**src/logic/lss_pkg.sv**
```systemverilog
package lss_pkg;
  localparam int CLK_PERIOD_NS = 100;
  localparam int T_SENSE_NS = 20000;
  localparam int T_SENSE_CYC = (T_SENSE_NS + CLK_PERIOD_NS - 1) / CLK_PERIOD_NS;
  localparam int T_REFRESH_NS = 400000;
  localparam int T_REFRESH_CYC = (T_REFRESH_NS + CLK_PERIOD_NS - 1) / CLK_PERIOD_NS;
  localparam int NUM_OUT = 8;
  localparam int NUM_SER = 6;
  localparam int BYTE_W = 8;
  localparam int CMD_FIFO_DEPTH = 16;
  localparam int MSB_POS = 7;
  localparam logic [7:0] FAULT_NONE = 8'h00;
  localparam logic [7:0] CMD_CLEAR = 8'h00;
  localparam logic [27:0] PINS_RESET = 28'h800_0000;
  typedef struct packed {
    logic [1:0] ol_on_en;
    logic [5:0] chan;
  } lss_cmd_t;
  typedef struct packed {
    logic cs_n;
    logic sclk;
    logic si;
    logic mode_ovr;
    logic [7:0] pins;
    logic [7:0] short_sense;
    logic [7:0] open_sense;
  } lss_pins_t;
  typedef enum logic {
    LSS_IDLE,
    LSS_SEL
  } lss_spi_st_t;
endpackage : lss_pkg

```
**src/logic/lss_fault_qual.sv**
```systemverilog
`timescale 1ns/1ps
module lss_fault_qual #(
  parameter int SENSE_CYC = 200,
  parameter int REFRESH_CYC = 4000
) (
  input wire logic clk,
  input wire logic reset_n,
  input wire logic drive_on,
  input wire logic short_raw,
  input wire logic open_raw,
  input wire logic ol_on_en,
  output logic fault_qual,
  output logic gate_off
);
  localparam int MAXC = (SENSE_CYC > REFRESH_CYC) ? SENSE_CYC : REFRESH_CYC;
  localparam int CW = $clog2(MAXC + 1);
  if (SENSE_CYC < 1 || REFRESH_CYC < 1) begin : g_bad
    $error("lss_fault_qual needs counts of one cycle or more");
  end
  logic [CW-1:0] cnt_ff;
  logic fault_ff;
  logic gate_ff;
  logic cond;

  // Short and on-state open load while on, open load while off
  assign cond = drive_on ? (short_raw | (ol_on_en & open_raw)) : open_raw;
  assign fault_qual = fault_ff;
  assign gate_off = gate_ff;

  always_ff @(posedge clk)
  begin
    if (!reset_n)
    begin
      cnt_ff <= '0;
      fault_ff <= 1'b0;
      gate_ff <= 1'b0;
    end
    else if (gate_ff)
    begin
      // Retry wait with the switch held off
      fault_ff <= 1'b0;
      if (!drive_on || cnt_ff == CW'(REFRESH_CYC - 1))
      begin
        gate_ff <= 1'b0;
        cnt_ff <= '0;
      end
      else
      begin
        cnt_ff <= cnt_ff + 1'b1;
      end
    end
    else if (!cond)
    begin
      cnt_ff <= '0;
      fault_ff <= 1'b0;
    end
    else if (cnt_ff == CW'(SENSE_CYC - 1))
    begin
      fault_ff <= 1'b1;
      cnt_ff <= '0;
      gate_ff <= drive_on & short_raw;
    end
    else
    begin
      fault_ff <= 1'b0;
      cnt_ff <= cnt_ff + 1'b1;
    end
  end
endmodule : lss_fault_qual

```
**src/logic/lss_fifo.sv**
```systemverilog
`timescale 1ns/1ps
module lss_fifo #(
  parameter int WIDTH = 8,
  parameter int DEPTH = 16
) (
  input wire logic clk,
  input wire logic reset_n,
  input wire logic in_valid,
  output logic in_ready,
  input wire logic [WIDTH-1:0] in_data,
  output logic out_valid,
  input wire logic out_ready,
  output logic [WIDTH-1:0] out_data
);
  localparam int AW = (DEPTH > 1) ? $clog2(DEPTH) : 1;
  if (DEPTH < 2 || WIDTH < 1) begin : g_bad
    $error("lss_fifo needs DEPTH of 2 or more and WIDTH of 1 or more");
  end
  logic [WIDTH-1:0] mem_ff [DEPTH];
  logic [AW-1:0] wr_ff;
  logic [AW-1:0] rd_ff;
  logic [AW:0] cnt_ff;
  logic push;
  logic pop;

  function automatic logic [AW-1:0] ptr_next(input logic [AW-1:0] p);
    ptr_next = (p == AW'(DEPTH - 1)) ? '0 : AW'(p + 1'b1);
  endfunction : ptr_next

  assign in_ready = (cnt_ff != (AW + 1)'(DEPTH));
  assign out_valid = (cnt_ff != '0);
  assign out_data = mem_ff[rd_ff];
  assign push = in_valid & in_ready;
  assign pop = out_valid & out_ready;

  always_ff @(posedge clk)
  begin
    if (push)
    begin
      mem_ff[wr_ff] <= in_data;
    end
  end

  always_ff @(posedge clk)
  begin
    if (!reset_n)
    begin
      wr_ff <= '0;
      rd_ff <= '0;
      cnt_ff <= '0;
    end
    else
    begin
      if (push)
      begin
        wr_ff <= ptr_next(wr_ff);
      end
      if (pop)
      begin
        rd_ff <= ptr_next(rd_ff);
      end
      if (push && !pop)
      begin
        cnt_ff <= cnt_ff + 1'b1;
      end
      else if (pop && !push)
      begin
        cnt_ff <= cnt_ff - 1'b1;
      end
    end
  end
endmodule : lss_fifo

```
**src/logic/lss_spi_switch.sv**
```systemverilog
`timescale 1ns/1ps
// Notes on behaviour
// - Outputs 0-5 turn on when serial bit or parallel pin is high.
// - Outputs 6 and 7 follow only their own parallel pins.
// - Command and status bits travel most significant bit first.
// - Last six bits of a command byte switch the six serial outputs.
// - Select rising queues the latest received command for the latch.
// - Reset clears the serial command so serial outputs start off.
// - Status bits read one for a faulted output, zero otherwise.
// - Sixteen-bit transfer returns status, then the first byte received.
// - After sixteen bits only the second byte becomes the command.
// - Fault register is frozen while select is low.
// - Serial output changes on falling clock; receiver samples on rising.
// - Select high releases serial output and reopens fault capture.
// - 32-bit transfer returns status, then the first three bytes received.
// - Override high ignores serial and parallel 6-7, releases serial output.
// - Override high makes outputs 0-5 follow parallel pins 0-5 pairwise.
// - Serial commands still accepted under override, applied once it drops.
// - Shorts sensed while on, opens while off; bits 6-7 add on-state opens for outputs 0-5.
// - Fault bits stay set until read out over the serial port.
// - A shorted output retries at low duty until short clears or command off.
// - Faults count only after persisting for the sense time.
// - Command bits 5 down to 0 drive channels 5 down to 0.
// - Status most significant bit is output 7, down to output 0.
// - Override high forces outputs 6 and 7 off.
module lss_spi_switch
  import lss_pkg::*;
#(
  parameter int SENSE_CYC = T_SENSE_CYC,
  parameter int REFRESH_CYC = T_REFRESH_CYC
) (
  input wire logic clk,
  input wire logic reset_n,
  input wire logic cs_n,
  input wire logic sclk,
  input wire logic si,
  input wire logic mode_ovr,
  input wire logic [7:0] parallel_input_pins,
  input wire logic [7:0] short_sense,
  input wire logic [7:0] open_sense,
  output logic [5:0] high_power_outputs,
  output logic [1:0] low_power_outputs,
  output logic so,
  output logic so_oe_n,
  output logic [7:0] fault_status
);
  if (SENSE_CYC < 1 || REFRESH_CYC < 1) begin : g_bad
    $error("lss_spi_switch needs counts of one cycle or more");
  end
  lss_pins_t raw;
  lss_pins_t s1_ff;
  lss_pins_t s2_ff;
  lss_pins_t s3_ff;
  lss_pins_t pin_ff;
  logic sclk_prev_ff;
  logic cs_prev_ff;
  logic sclk_rise;
  logic sclk_fall;
  logic cs_fall;
  logic cs_rise;
  logic mode_f;
  logic [7:0] par_pins;
  lss_spi_st_t st_ff;
  lss_spi_st_t nxt_st;
  logic [7:0] shreg_ff;
  logic in_bit_ff;
  logic pend_ff;
  logic so_ff;
  logic so_oe_n_ff;
  logic [7:0] rx_word;
  lss_cmd_t hold_cmd_ff;
  logic hold_v_ff;
  logic fifo_in_ready;
  logic fifo_out_valid;
  logic fifo_out_ready;
  lss_cmd_t fifo_out;
  lss_cmd_t cmd_ff;
  logic [7:0] fault_ff;
  logic [7:0] qual;
  logic [7:0] gate_off;
  logic [7:0] drive_on;
  logic [5:0] hp_ff;
  logic [1:0] lp_ff;
  assign raw = '{cs_n: cs_n, sclk: sclk, si: si, mode_ovr: mode_ovr,
                 pins: parallel_input_pins, short_sense: short_sense,
                 open_sense: open_sense};
  // Three-stage synchronisers, value changes once stages two and three agree
  always_ff @(posedge clk)
  begin
    if (!reset_n)
    begin
      s1_ff <= PINS_RESET;
      s2_ff <= PINS_RESET;
      s3_ff <= PINS_RESET;
      pin_ff <= PINS_RESET;
    end
    else
    begin
      s1_ff <= raw;
      s2_ff <= s1_ff;
      s3_ff <= s2_ff;
      pin_ff <= (s3_ff & ~(s2_ff ^ s3_ff)) | (pin_ff & (s2_ff ^ s3_ff));
    end
  end
  assign mode_f = pin_ff.mode_ovr;
  assign par_pins = pin_ff.pins;
  // Edge detection on the filtered link clock and select
  always_ff @(posedge clk)
  begin
    if (!reset_n)
    begin
      sclk_prev_ff <= 1'b0;
      cs_prev_ff <= 1'b1;
    end
    else
    begin
      sclk_prev_ff <= pin_ff.sclk;
      cs_prev_ff <= pin_ff.cs_n;
    end
  end
  assign sclk_rise = pin_ff.sclk & ~sclk_prev_ff;
  assign sclk_fall = ~pin_ff.sclk & sclk_prev_ff;
  assign cs_fall = ~pin_ff.cs_n & cs_prev_ff;
  assign cs_rise = pin_ff.cs_n & ~cs_prev_ff;
  // Transfer sequencing
  always_comb
  begin
    nxt_st = st_ff;
    case (st_ff)
      LSS_IDLE:
      begin
        if (cs_fall)
        begin
          nxt_st = LSS_SEL;
        end
      end
      LSS_SEL:
      begin
        if (cs_rise)
        begin
          nxt_st = LSS_IDLE;
        end
      end
      default:
      begin
        nxt_st = LSS_IDLE;
      end
    endcase
  end
  always_ff @(posedge clk)
  begin
    if (!reset_n)
    begin
      st_ff <= LSS_IDLE;
    end
    else
    begin
      st_ff <= nxt_st;
    end
  end
  // Shift register: status loaded at select, received bits fed behind it
  always_ff @(posedge clk)
  begin
    if (!reset_n)
    begin
      shreg_ff <= FAULT_NONE;
      in_bit_ff <= 1'b0;
      pend_ff <= 1'b0;
    end
    else if (st_ff == LSS_IDLE)
    begin
      pend_ff <= 1'b0;
      if (cs_fall)
      begin
        shreg_ff <= fault_ff;
      end
    end
    else if (sclk_rise)
    begin
      in_bit_ff <= pin_ff.si;
      pend_ff <= 1'b1;
    end
    else if (sclk_fall && pend_ff)
    begin
      shreg_ff <= {shreg_ff[6:0], in_bit_ff};
      pend_ff <= 1'b0;
    end
  end
  // Last eight bits received, including one not yet shifted
  assign rx_word = pend_ff ? {shreg_ff[6:0], in_bit_ff} : shreg_ff;
  // Serial output: moves on falling clock, released when idle or overridden
  always_ff @(posedge clk)
  begin
    if (!reset_n)
    begin
      so_ff <= 1'b0;
      so_oe_n_ff <= 1'b1;
    end
    else
    begin
      so_oe_n_ff <= (nxt_st == LSS_IDLE) | mode_f;
      if (st_ff == LSS_IDLE && cs_fall)
      begin
        so_ff <= fault_ff[MSB_POS];
      end
      else if (st_ff == LSS_SEL && sclk_fall && pend_ff)
      begin
        so_ff <= shreg_ff[MSB_POS - 1];
      end
    end
  end

  // Holding stage in front of the command queue, newest command wins
  always_ff @(posedge clk)
  begin
    if (!reset_n)
    begin
      hold_cmd_ff <= CMD_CLEAR;
      hold_v_ff <= 1'b0;
    end
    else if (st_ff == LSS_SEL && cs_rise)
    begin
      hold_cmd_ff <= rx_word;
      hold_v_ff <= 1'b1;
    end
    else if (hold_v_ff && fifo_in_ready)
    begin
      hold_v_ff <= 1'b0;
    end
  end

  // Queue drains only while override is low
  assign fifo_out_ready = ~mode_f;

  lss_fifo #(
    .WIDTH(BYTE_W),
    .DEPTH(CMD_FIFO_DEPTH)
  ) u_cmd_fifo (
    .clk(clk),
    .reset_n(reset_n),
    .in_valid(hold_v_ff),
    .in_ready(fifo_in_ready),
    .in_data(hold_cmd_ff),
    .out_valid(fifo_out_valid),
    .out_ready(fifo_out_ready),
    .out_data(fifo_out)
  );

  // Output command latch
  always_ff @(posedge clk)
  begin
    if (!reset_n)
    begin
      cmd_ff <= CMD_CLEAR;
    end
    else if (fifo_out_valid && fifo_out_ready)
    begin
      cmd_ff <= fifo_out;
    end
  end

  // Requested channel states
  always_comb
  begin
    if (mode_f)
    begin
      drive_on[5:0] = par_pins[5:0];
      drive_on[7:6] = 2'h0;
    end
    else
    begin
      drive_on[5:0] = cmd_ff.chan | par_pins[5:0];
      drive_on[7:6] = par_pins[7:6];
    end
  end

  // Per-channel fault qualification and short retry
  for (genvar i = 0; i < NUM_OUT; i++) begin : g_chan
    lss_fault_qual #(
      .SENSE_CYC(SENSE_CYC),
      .REFRESH_CYC(REFRESH_CYC)
    ) u_qual (
      .clk(clk),
      .reset_n(reset_n),
      .drive_on(drive_on[i]),
      .short_raw(pin_ff.short_sense[i]),
      .open_raw(pin_ff.open_sense[i]),
      .ol_on_en((i < NUM_SER) ? (|cmd_ff.ol_on_en) : 1'b0),
      .fault_qual(qual[i]),
      .gate_off(gate_off[i])
    );
  end

  always_ff @(posedge clk)
  begin
    if (!reset_n)
    begin
      hp_ff <= 6'h00;
      lp_ff <= 2'h0;
    end
    else
    begin
      hp_ff <= drive_on[5:0] & ~gate_off[5:0];
      lp_ff <= drive_on[7:6] & ~gate_off[7:6];
    end
  end

  // Sticky fault register, frozen while selected, cleared by the read
  always_ff @(posedge clk)
  begin
    if (!reset_n)
    begin
      fault_ff <= FAULT_NONE;
    end
    else if (st_ff == LSS_IDLE)
    begin
      fault_ff <= fault_ff | qual;
    end
    else if (cs_rise)
    begin
      fault_ff <= qual;
    end
  end

  assign high_power_outputs = hp_ff;
  assign low_power_outputs = lp_ff;
  assign so = so_ff;
  assign so_oe_n = so_oe_n_ff;
  assign fault_status = fault_ff;
endmodule : lss_spi_switch

```
**config.mk**
```make
export PLATFORM = sky130hd
export DESIGN_NAME = lss_spi_switch
export DESIGN_NICKNAME = d
export VERILOG_FILES = /design/src/logic/lss_pkg.sv /design/src/logic/lss_fault_qual.sv /design/src/logic/lss_fifo.sv /design/src/logic/lss_spi_switch.sv
export SDC_FILE = /design/constraint.sdc
export NUM_CORES = 1
export LEC_CHECK = 0
export BUFFER_PORTS_ARGS = -buffer_cell sky130_fd_sc_hd__buf_2
export CAP_MARGIN = 40
export CORE_MARGIN = 10
export CORE_UTILIZATION = 35
export CTS_CLUSTER_SIZE = 8
export DETAILED_ROUTE_END_ITERATION = 8
export GPL_TIMING_DRIVEN = 0
export PLACE_DENSITY = 0.48
export SETUP_SLACK_MARGIN = 0.5
export SLEW_MARGIN = 0
export SYNTH_ARGS = -nofsm -noshare
export SYNTH_HDL_FRONTEND = slang
export SYNTH_SLANG_ARGS = --single-unit
```
**constraint.sdc**
```tcl
create_clock -name clk -period 3 [get_ports clk]
set_input_delay 0.15 -clock clk [delete_from_list [all_inputs] [get_ports clk]]
set_output_delay 0.15 -clock clk [all_outputs]
set_load 0.03 [all_outputs]
```
==> impl_metrics.xml <==
<?xml version="1.0" encoding="UTF-8"?>
<metrics>
  <group name="synthesis">
    <metric name="synth.ff_latch_count" unit="">413</metric>
    <metric name="syn-mean-instance-area" unit="um^2">11.8</metric>
    <metric name="edff_count_synth" unit="">128</metric>
    <metric name="synth_area" unit="um^2">15700</metric>
    <metric name="synth.yosys.seq_area_share" unit="">0.610</metric>
    <metric name="postSynthNetCount" unit="">1370</metric>
    <metric name="post_synth_inst_count" unit="">1322</metric>
    <metric name="unique_masters_post_synth" unit="">63</metric>
    <metric name="ys_warn_count" unit="">0</metric>
    <metric name="async_reset_ff_frac" unit="">0</metric>
    <metric name="synth_ff_type" unit="">sky130_fd_sc_hd__dfxtp_1</metric>
  </group>
  <group name="drt">
    <metric name="drt_first_pass_iters" unit="">5</metric>
    <metric name="drt-vias-per-instance" unit="">4.82</metric>
    <metric name="total_via_count_after_detailed_routing" unit="">10037</metric>
    <metric name="ant_nets" unit="">0</metric>
    <metric name="wl" unit="mm">36.1</metric>
    <metric name="detail_route.drc_violations" unit="">0</metric>
    <metric name="routedWlPerCell" unit="um">17.3</metric>
    <metric name="drt_first_iter_violations" unit="">602</metric>
  </group>
  <group name="sta">
    <metric name="min_period" unit="ns">2.38</metric>
    <metric name="max_slew.worst_pin.slew" unit="ns">0.856</metric>
    <metric name="remaining_max_slew_budget_at_the_tightest_pin" unit="">0.427</metric>
    <metric name="timing.final.hold_violations" unit="">0</metric>
    <metric name="timing.final.ws_setup" unit="ns">0.624</metric>
    <metric name="fin_crit_sh" unit="">0.792</metric>
    <metric name="setup_viol_count_final" unit="">0</metric>
    <metric name="highest_clock_rate" unit="MHz">421</metric>
    <metric name="rsz0062_at_grt" unit="">no</metric>
    <metric name="report.final.slew_viol_count" unit="">0</metric>
    <metric name="fin_worst_skew" unit="ns">0.0213</metric>
    <metric name="timing.hold.ws" unit="ns">0.131</metric>
  </group>
  <group name="final_layout">
    <metric name="layout.area.seq" unit="um^2">9550</metric>
    <metric name="multiInputGateArea" unit="um^2">5880</metric>
    <metric name="design_area" unit="um^2">18700</metric>
    <metric name="area_growth" unit="%">19.3</metric>
    <metric name="layout.filler_cells" unit="">4139</metric>
    <metric name="drive_gt1_frac" unit="">0.135</metric>
    <metric name="layout.core_utilization" unit="">0.422</metric>
    <metric name="finish.net_count" unit="">1518</metric>
  </group>
  <group name="power_and_ir_drop">
    <metric name="pwr-share-clk" unit="">0.446</metric>
    <metric name="switching_share" unit="">0.231</metric>
    <metric name="leakagePower" unit="uW">0.00654</metric>
    <metric name="internal_power" unit="uW">9900</metric>
    <metric name="cellPowerDensity" unit="nW/um^2">689</metric>
    <metric name="power" unit="uW">12900</metric>
    <metric name="power.share.sequential" unit="">0.464</metric>
    <metric name="total_switching_power" unit="uW">2970</metric>
    <metric name="max_rail_drop_vdd" unit="V">0.000487</metric>
    <metric name="comb_power_share" unit="">0.091</metric>
  </group>
  <group name="setup_path">
    <metric name="worst-path-max-fanout" unit="">10</metric>
    <metric name="timing.setup.critical_path_class" unit="">flop to flop</metric>
    <metric name="reg2reg_setup_slack" unit="ns">0.62</metric>
    <metric name="slowest_stage" unit="">sky130_fd_sc_hd__dfxtp_2</metric>
    <metric name="category_of_the_worst_setup_path_launch_point" unit="">flop</metric>
    <metric name="worst_flop_to_flop_path_startpoint" unit="">u_cmd_fifo.cnt_ff[3]</metric>
    <metric name="cp.required" unit="ns">3.51</metric>
    <metric name="crit_path_max_incr_delay" unit="ns">0.34</metric>
    <metric name="worst_r2r_path_depth" unit="">11</metric>
    <metric name="arrival" unit="ns">2.88</metric>
    <metric name="end_kind" unit="">flop</metric>
    <metric name="timing.critical_path.cells" unit="">nor4_4 -&gt; buf_4 -&gt; a21boi_2 -&gt; buf_4 -&gt; ha_4 -&gt; inv_2 -&gt; ha_4 -&gt; a21o_1 -&gt; a21oi_2 -&gt; mux2i_1 -&gt; mux2i_1</metric>
    <metric name="startpoint" unit="">u_cmd_fifo.cnt_ff[3]</metric>
    <metric name="reg2reg_to" unit="">u_cmd_fifo.cnt_ff[4]</metric>
  </group>
  <group name="clock_tree">
    <metric name="cts_root_buffer" unit="">sky130_fd_sc_hd__clkbuf_16</metric>
    <metric name="tritoncts" unit="">built</metric>
    <metric name="clk_transition_reported_paths" unit="ns">0.05</metric>
    <metric name="clock_insertion_delay_worst_skew" unit="ns">0.59</metric>
    <metric name="cts_buffer_depth" unit="">3</metric>
    <metric name="htree_num_levels" unit="">2</metric>
    <metric name="cts_made_buffers" unit="">57</metric>
    <metric name="clock_sink_count" unit="">413</metric>
  </group>
  <group name="global_routing">
    <metric name="grt_pass1_vias" unit="">10026</metric>
    <metric name="pin_count_of_the_biggest_net_entering_global_routing" unit="">18</metric>
    <metric name="grt_first_pass_wirelength" unit="mm">57.4</metric>
    <metric name="global_route.overflow_total" unit="">0</metric>
    <metric name="global_route.usage.total" unit="">0.136</metric>
    <metric name="antenna_found_initial" unit="">1</metric>
  </group>
  <group name="floorplanning">
    <metric name="die_h" unit="um">231</metric>
    <metric name="core" unit="um^2">44200</metric>
    <metric name="chipWidth" unit="um">231</metric>
    <metric name="floorplan.die_area" unit="um^2">53600</metric>
    <metric name="floorplan.initialDensity" unit="">0.354</metric>
    <metric name="top_level_i_o_count" unit="">48</metric>
    <metric name="fp-row-count" unit="">77</metric>
  </group>
  <group name="placed_design">
    <metric name="pre_cts_ws" unit="ns">0.0103</metric>
    <metric name="placed_area" unit="um^2">16700</metric>
    <metric name="port_buffers" unit="">47</metric>
    <metric name="place_congestion" unit="">0.808</metric>
    <metric name="place.detailed.hpwl" unit="mm">24.2</metric>
  </group>
  <group name="hold_path">
    <metric name="worstHoldPathType" unit="">input pin to flop</metric>
    <metric name="min_delay_worst_endpoint" unit="">high_power_outputs[5]</metric>
    <metric name="worstHoldPathCells" unit="">3</metric>
    <metric name="hold_path_startpoint" unit="">reset_n</metric>
  </group>
  <group name="status">
    <metric name="outcome" unit="">finished, final reports clean</metric>
  </group>
  <group name="flow_run">
    <metric name="max_capacitance_violation_count" unit="">0</metric>
  </group>
</metrics>
-- metal layers --
metal,GRT usage,part of all wire
met5,0,0
met4,0.0423,0.021
met3,0.0296,0.047
met2,0.209,0.45
met1,0.187,0.49
-- layout by cell type, fill, tap and decap left out, types with 9 or more instances in the layout --
cell type / n
sky130_fd_sc_hd__a21boi_0: 29
sky130_fd_sc_hd__a21oi_1: 15
sky130_fd_sc_hd__and2_1: 92
sky130_fd_sc_hd__and3_1: 14
sky130_fd_sc_hd__buf_2: 58
sky130_fd_sc_hd__buf_4: 15
sky130_fd_sc_hd__clkbuf_1: 45
sky130_fd_sc_hd__clkbuf_16: 59
sky130_fd_sc_hd__dfxtp_1: 282
sky130_fd_sc_hd__dlygate4sd3_1: 28
sky130_fd_sc_hd__edfxtp_1: 128
sky130_fd_sc_hd__ha_1: 15
sky130_fd_sc_hd__inv_1: 14
sky130_fd_sc_hd__mux2i_1: 37
sky130_fd_sc_hd__mux4_2: 32
sky130_fd_sc_hd__nand2_1: 102
sky130_fd_sc_hd__nand2b_1: 9
sky130_fd_sc_hd__nand3_1: 43
sky130_fd_sc_hd__nand4_1: 11
sky130_fd_sc_hd__nor2_1: 139
sky130_fd_sc_hd__nor2b_1: 26
sky130_fd_sc_hd__nor3_1: 16
sky130_fd_sc_hd__nor4_1: 9
sky130_fd_sc_hd__o211a_1: 15
sky130_fd_sc_hd__o21ai_0: 45
sky130_fd_sc_hd__xnor2_1: 40
sky130_fd_sc_hd__xor2_1: 45
-- power groups by stage --
stage / Clock [uW] / Combinational [uW] / Sequential, uW
global placement: 0 / 1030 / 6060
detailed placement: 0 / 1050 / 6060
floorplan: 0 / 699 / 6060
finish: 5730 / 1170 / 5970
global route: 6180 / 1300 / 5980
CTS: 5920 / 1160 / 5960
-- repair_timing --
item,4_1_cts,5_1_grt
hold endpoints to repair,28,0
buffers inserted,2,1
pin swaps,3,1
cloned,0,0
endpoints found under the setup margin,4,2
hold buffers,28,0
gates resized for setup,14,8
-- how the worst max path moves through the flow --
stage,endpoint,slack [ns],depth (start not counted)
2_1_floorplan,u_cmd_fifo.cnt_ff[4],0.52,11
3_3_place_gp,u_cmd_fifo.mem_ff[0][2],-0.10,5
3_5_place_dp,u_cmd_fifo.cnt_ff[4],0.01,11
4_1_cts,u_cmd_fifo.cnt_ff[3],0.53,12
5_1_grt,u_cmd_fifo.cnt_ff[3],0.51,13
6_report,u_cmd_fifo.cnt_ff[4],0.62,11
-- registers in the layout (all words and copies together), names as in the netlist, named ones only --
signal,flops
s3_ff,28
u_cmd_fifo.wr_ff,4
so,1
cs_prev_ff,1
sclk_prev_ff,1
high_power_outputs,6
pend_ff,1
u_cmd_fifo.cnt_ff,5
s1_ff,28
g_chan.u_qual.gate_off,8
g_chan.u_qual.cnt_ff,96
u_cmd_fifo.rd_ff,4
hold_v_ff,1
cmd_ff,8
u_cmd_fifo.mem_ff,128
hold_cmd_ff,8
shreg_ff,8
s2_ff,28
g_chan.u_qual.fault_qual,8
fault_status,8
st_ff,1
low_power_outputs,2
so_oe_n,1
in_bit_ff,1
-- critical path: cells and delay by family, from the launching register on --
family | cells | cell delay, ns
AOI/OAI and AO/OA | 3 | 0.42
muxes | 2 | 0.44
DFF | 1 | 0.34
and+or+nand+nor | 1 | 0.26
adders and majority gates | 2 | 0.39
buffers and inverters | 3 | 0.45
-- cell usage after synthesis (4+ instances only) --
library cell	number	area, um^2
sky130_fd_sc_hd__nor2b_1	26	163
sky130_fd_sc_hd__nor3_1	18	90.1
sky130_fd_sc_hd__and3_1	14	87.6
sky130_fd_sc_hd__or3_1	4	25.0
sky130_fd_sc_hd__o22ai_1	4	25.0
sky130_fd_sc_hd__nor4_1	10	62.6
sky130_fd_sc_hd__o211a_1	15	150
sky130_fd_sc_hd__nand4_1	11	68.8
sky130_fd_sc_hd__mux4_2	32	721
sky130_fd_sc_hd__xor2_1	45	394
sky130_fd_sc_hd__o21a_1	8	60.1
sky130_fd_sc_hd__xnor2_1	40	350
sky130_fd_sc_hd__nand2b_1	9	56.3
sky130_fd_sc_hd__o221ai_1	8	70.1
sky130_fd_sc_hd__and2b_1	4	30.0
sky130_fd_sc_hd__a21boi_0	30	225
sky130_fd_sc_hd__dfxtp_1	285	5710
sky130_fd_sc_hd__and2_1	92	576
sky130_fd_sc_hd__buf_4	4	30.0
sky130_fd_sc_hd__nor2_1	139	522
sky130_fd_sc_hd__clkbuf_1	27	101
sky130_fd_sc_hd__nand2_1	102	383
sky130_fd_sc_hd__nand3b_1	5	37.5
sky130_fd_sc_hd__a32o_1	6	60.1
sky130_fd_sc_hd__nand3_1	43	215
sky130_fd_sc_hd__and2b_2	4	35.0
sky130_fd_sc_hd__o211ai_1	7	52.6
sky130_fd_sc_hd__o21ai_0	46	230
sky130_fd_sc_hd__buf_2	11	55.1
sky130_fd_sc_hd__edfxtp_1	128	3840
sky130_fd_sc_hd__mux2i_1	37	370
sky130_fd_sc_hd__nor3b_1	8	60.1
sky130_fd_sc_hd__ha_1	17	213
sky130_fd_sc_hd__inv_1	16	60.1
sky130_fd_sc_hd__a21oi_1	18	90.1
-- metrics by stage --
step                      cells  setup TNS (ns)
final                      2084               0
after global routing       2083               0
after CTS                  2082               0
after detailed placement   1972               0
after global placement     1961          -0.838
after floorplan            1322               0
-- cell families (layout without fill, tap and decap cells) --
| group | count (synthesis) | after routing | synth area share |
|---|---|---|---|
| AO/OA/AOI/OAI | 161 | 161 | 0.0714 |
| XOR/XNOR | 85 | 85 | 0.0476 |
| adder cells (fa/ha/maj) | 20 | 20 | 0.0161 |
| buffers and inverters | 65 | 234 | 0.0191 |
| flip-flops | 413 | 413 | 0.610 |
| multiplexers | 69 | 69 | 0.0697 |
| other | 0 | 1 | 0 |
| AND/OR/NAND/NOR | 509 | 509 | 0.166 |
-- cell type report --
cell class,count,area share
clock inverter,2,0.000737
multi-input combinational,844,0.315
sequential,413,0.511
inverter,16,0.00322
buffer,49,0.0135
tap,592,0.0397
clock buffer,78,0.0829
timing repair buffer,89,0.0338
antenna,1,0.000134
(Power assumes the default switching activity.)
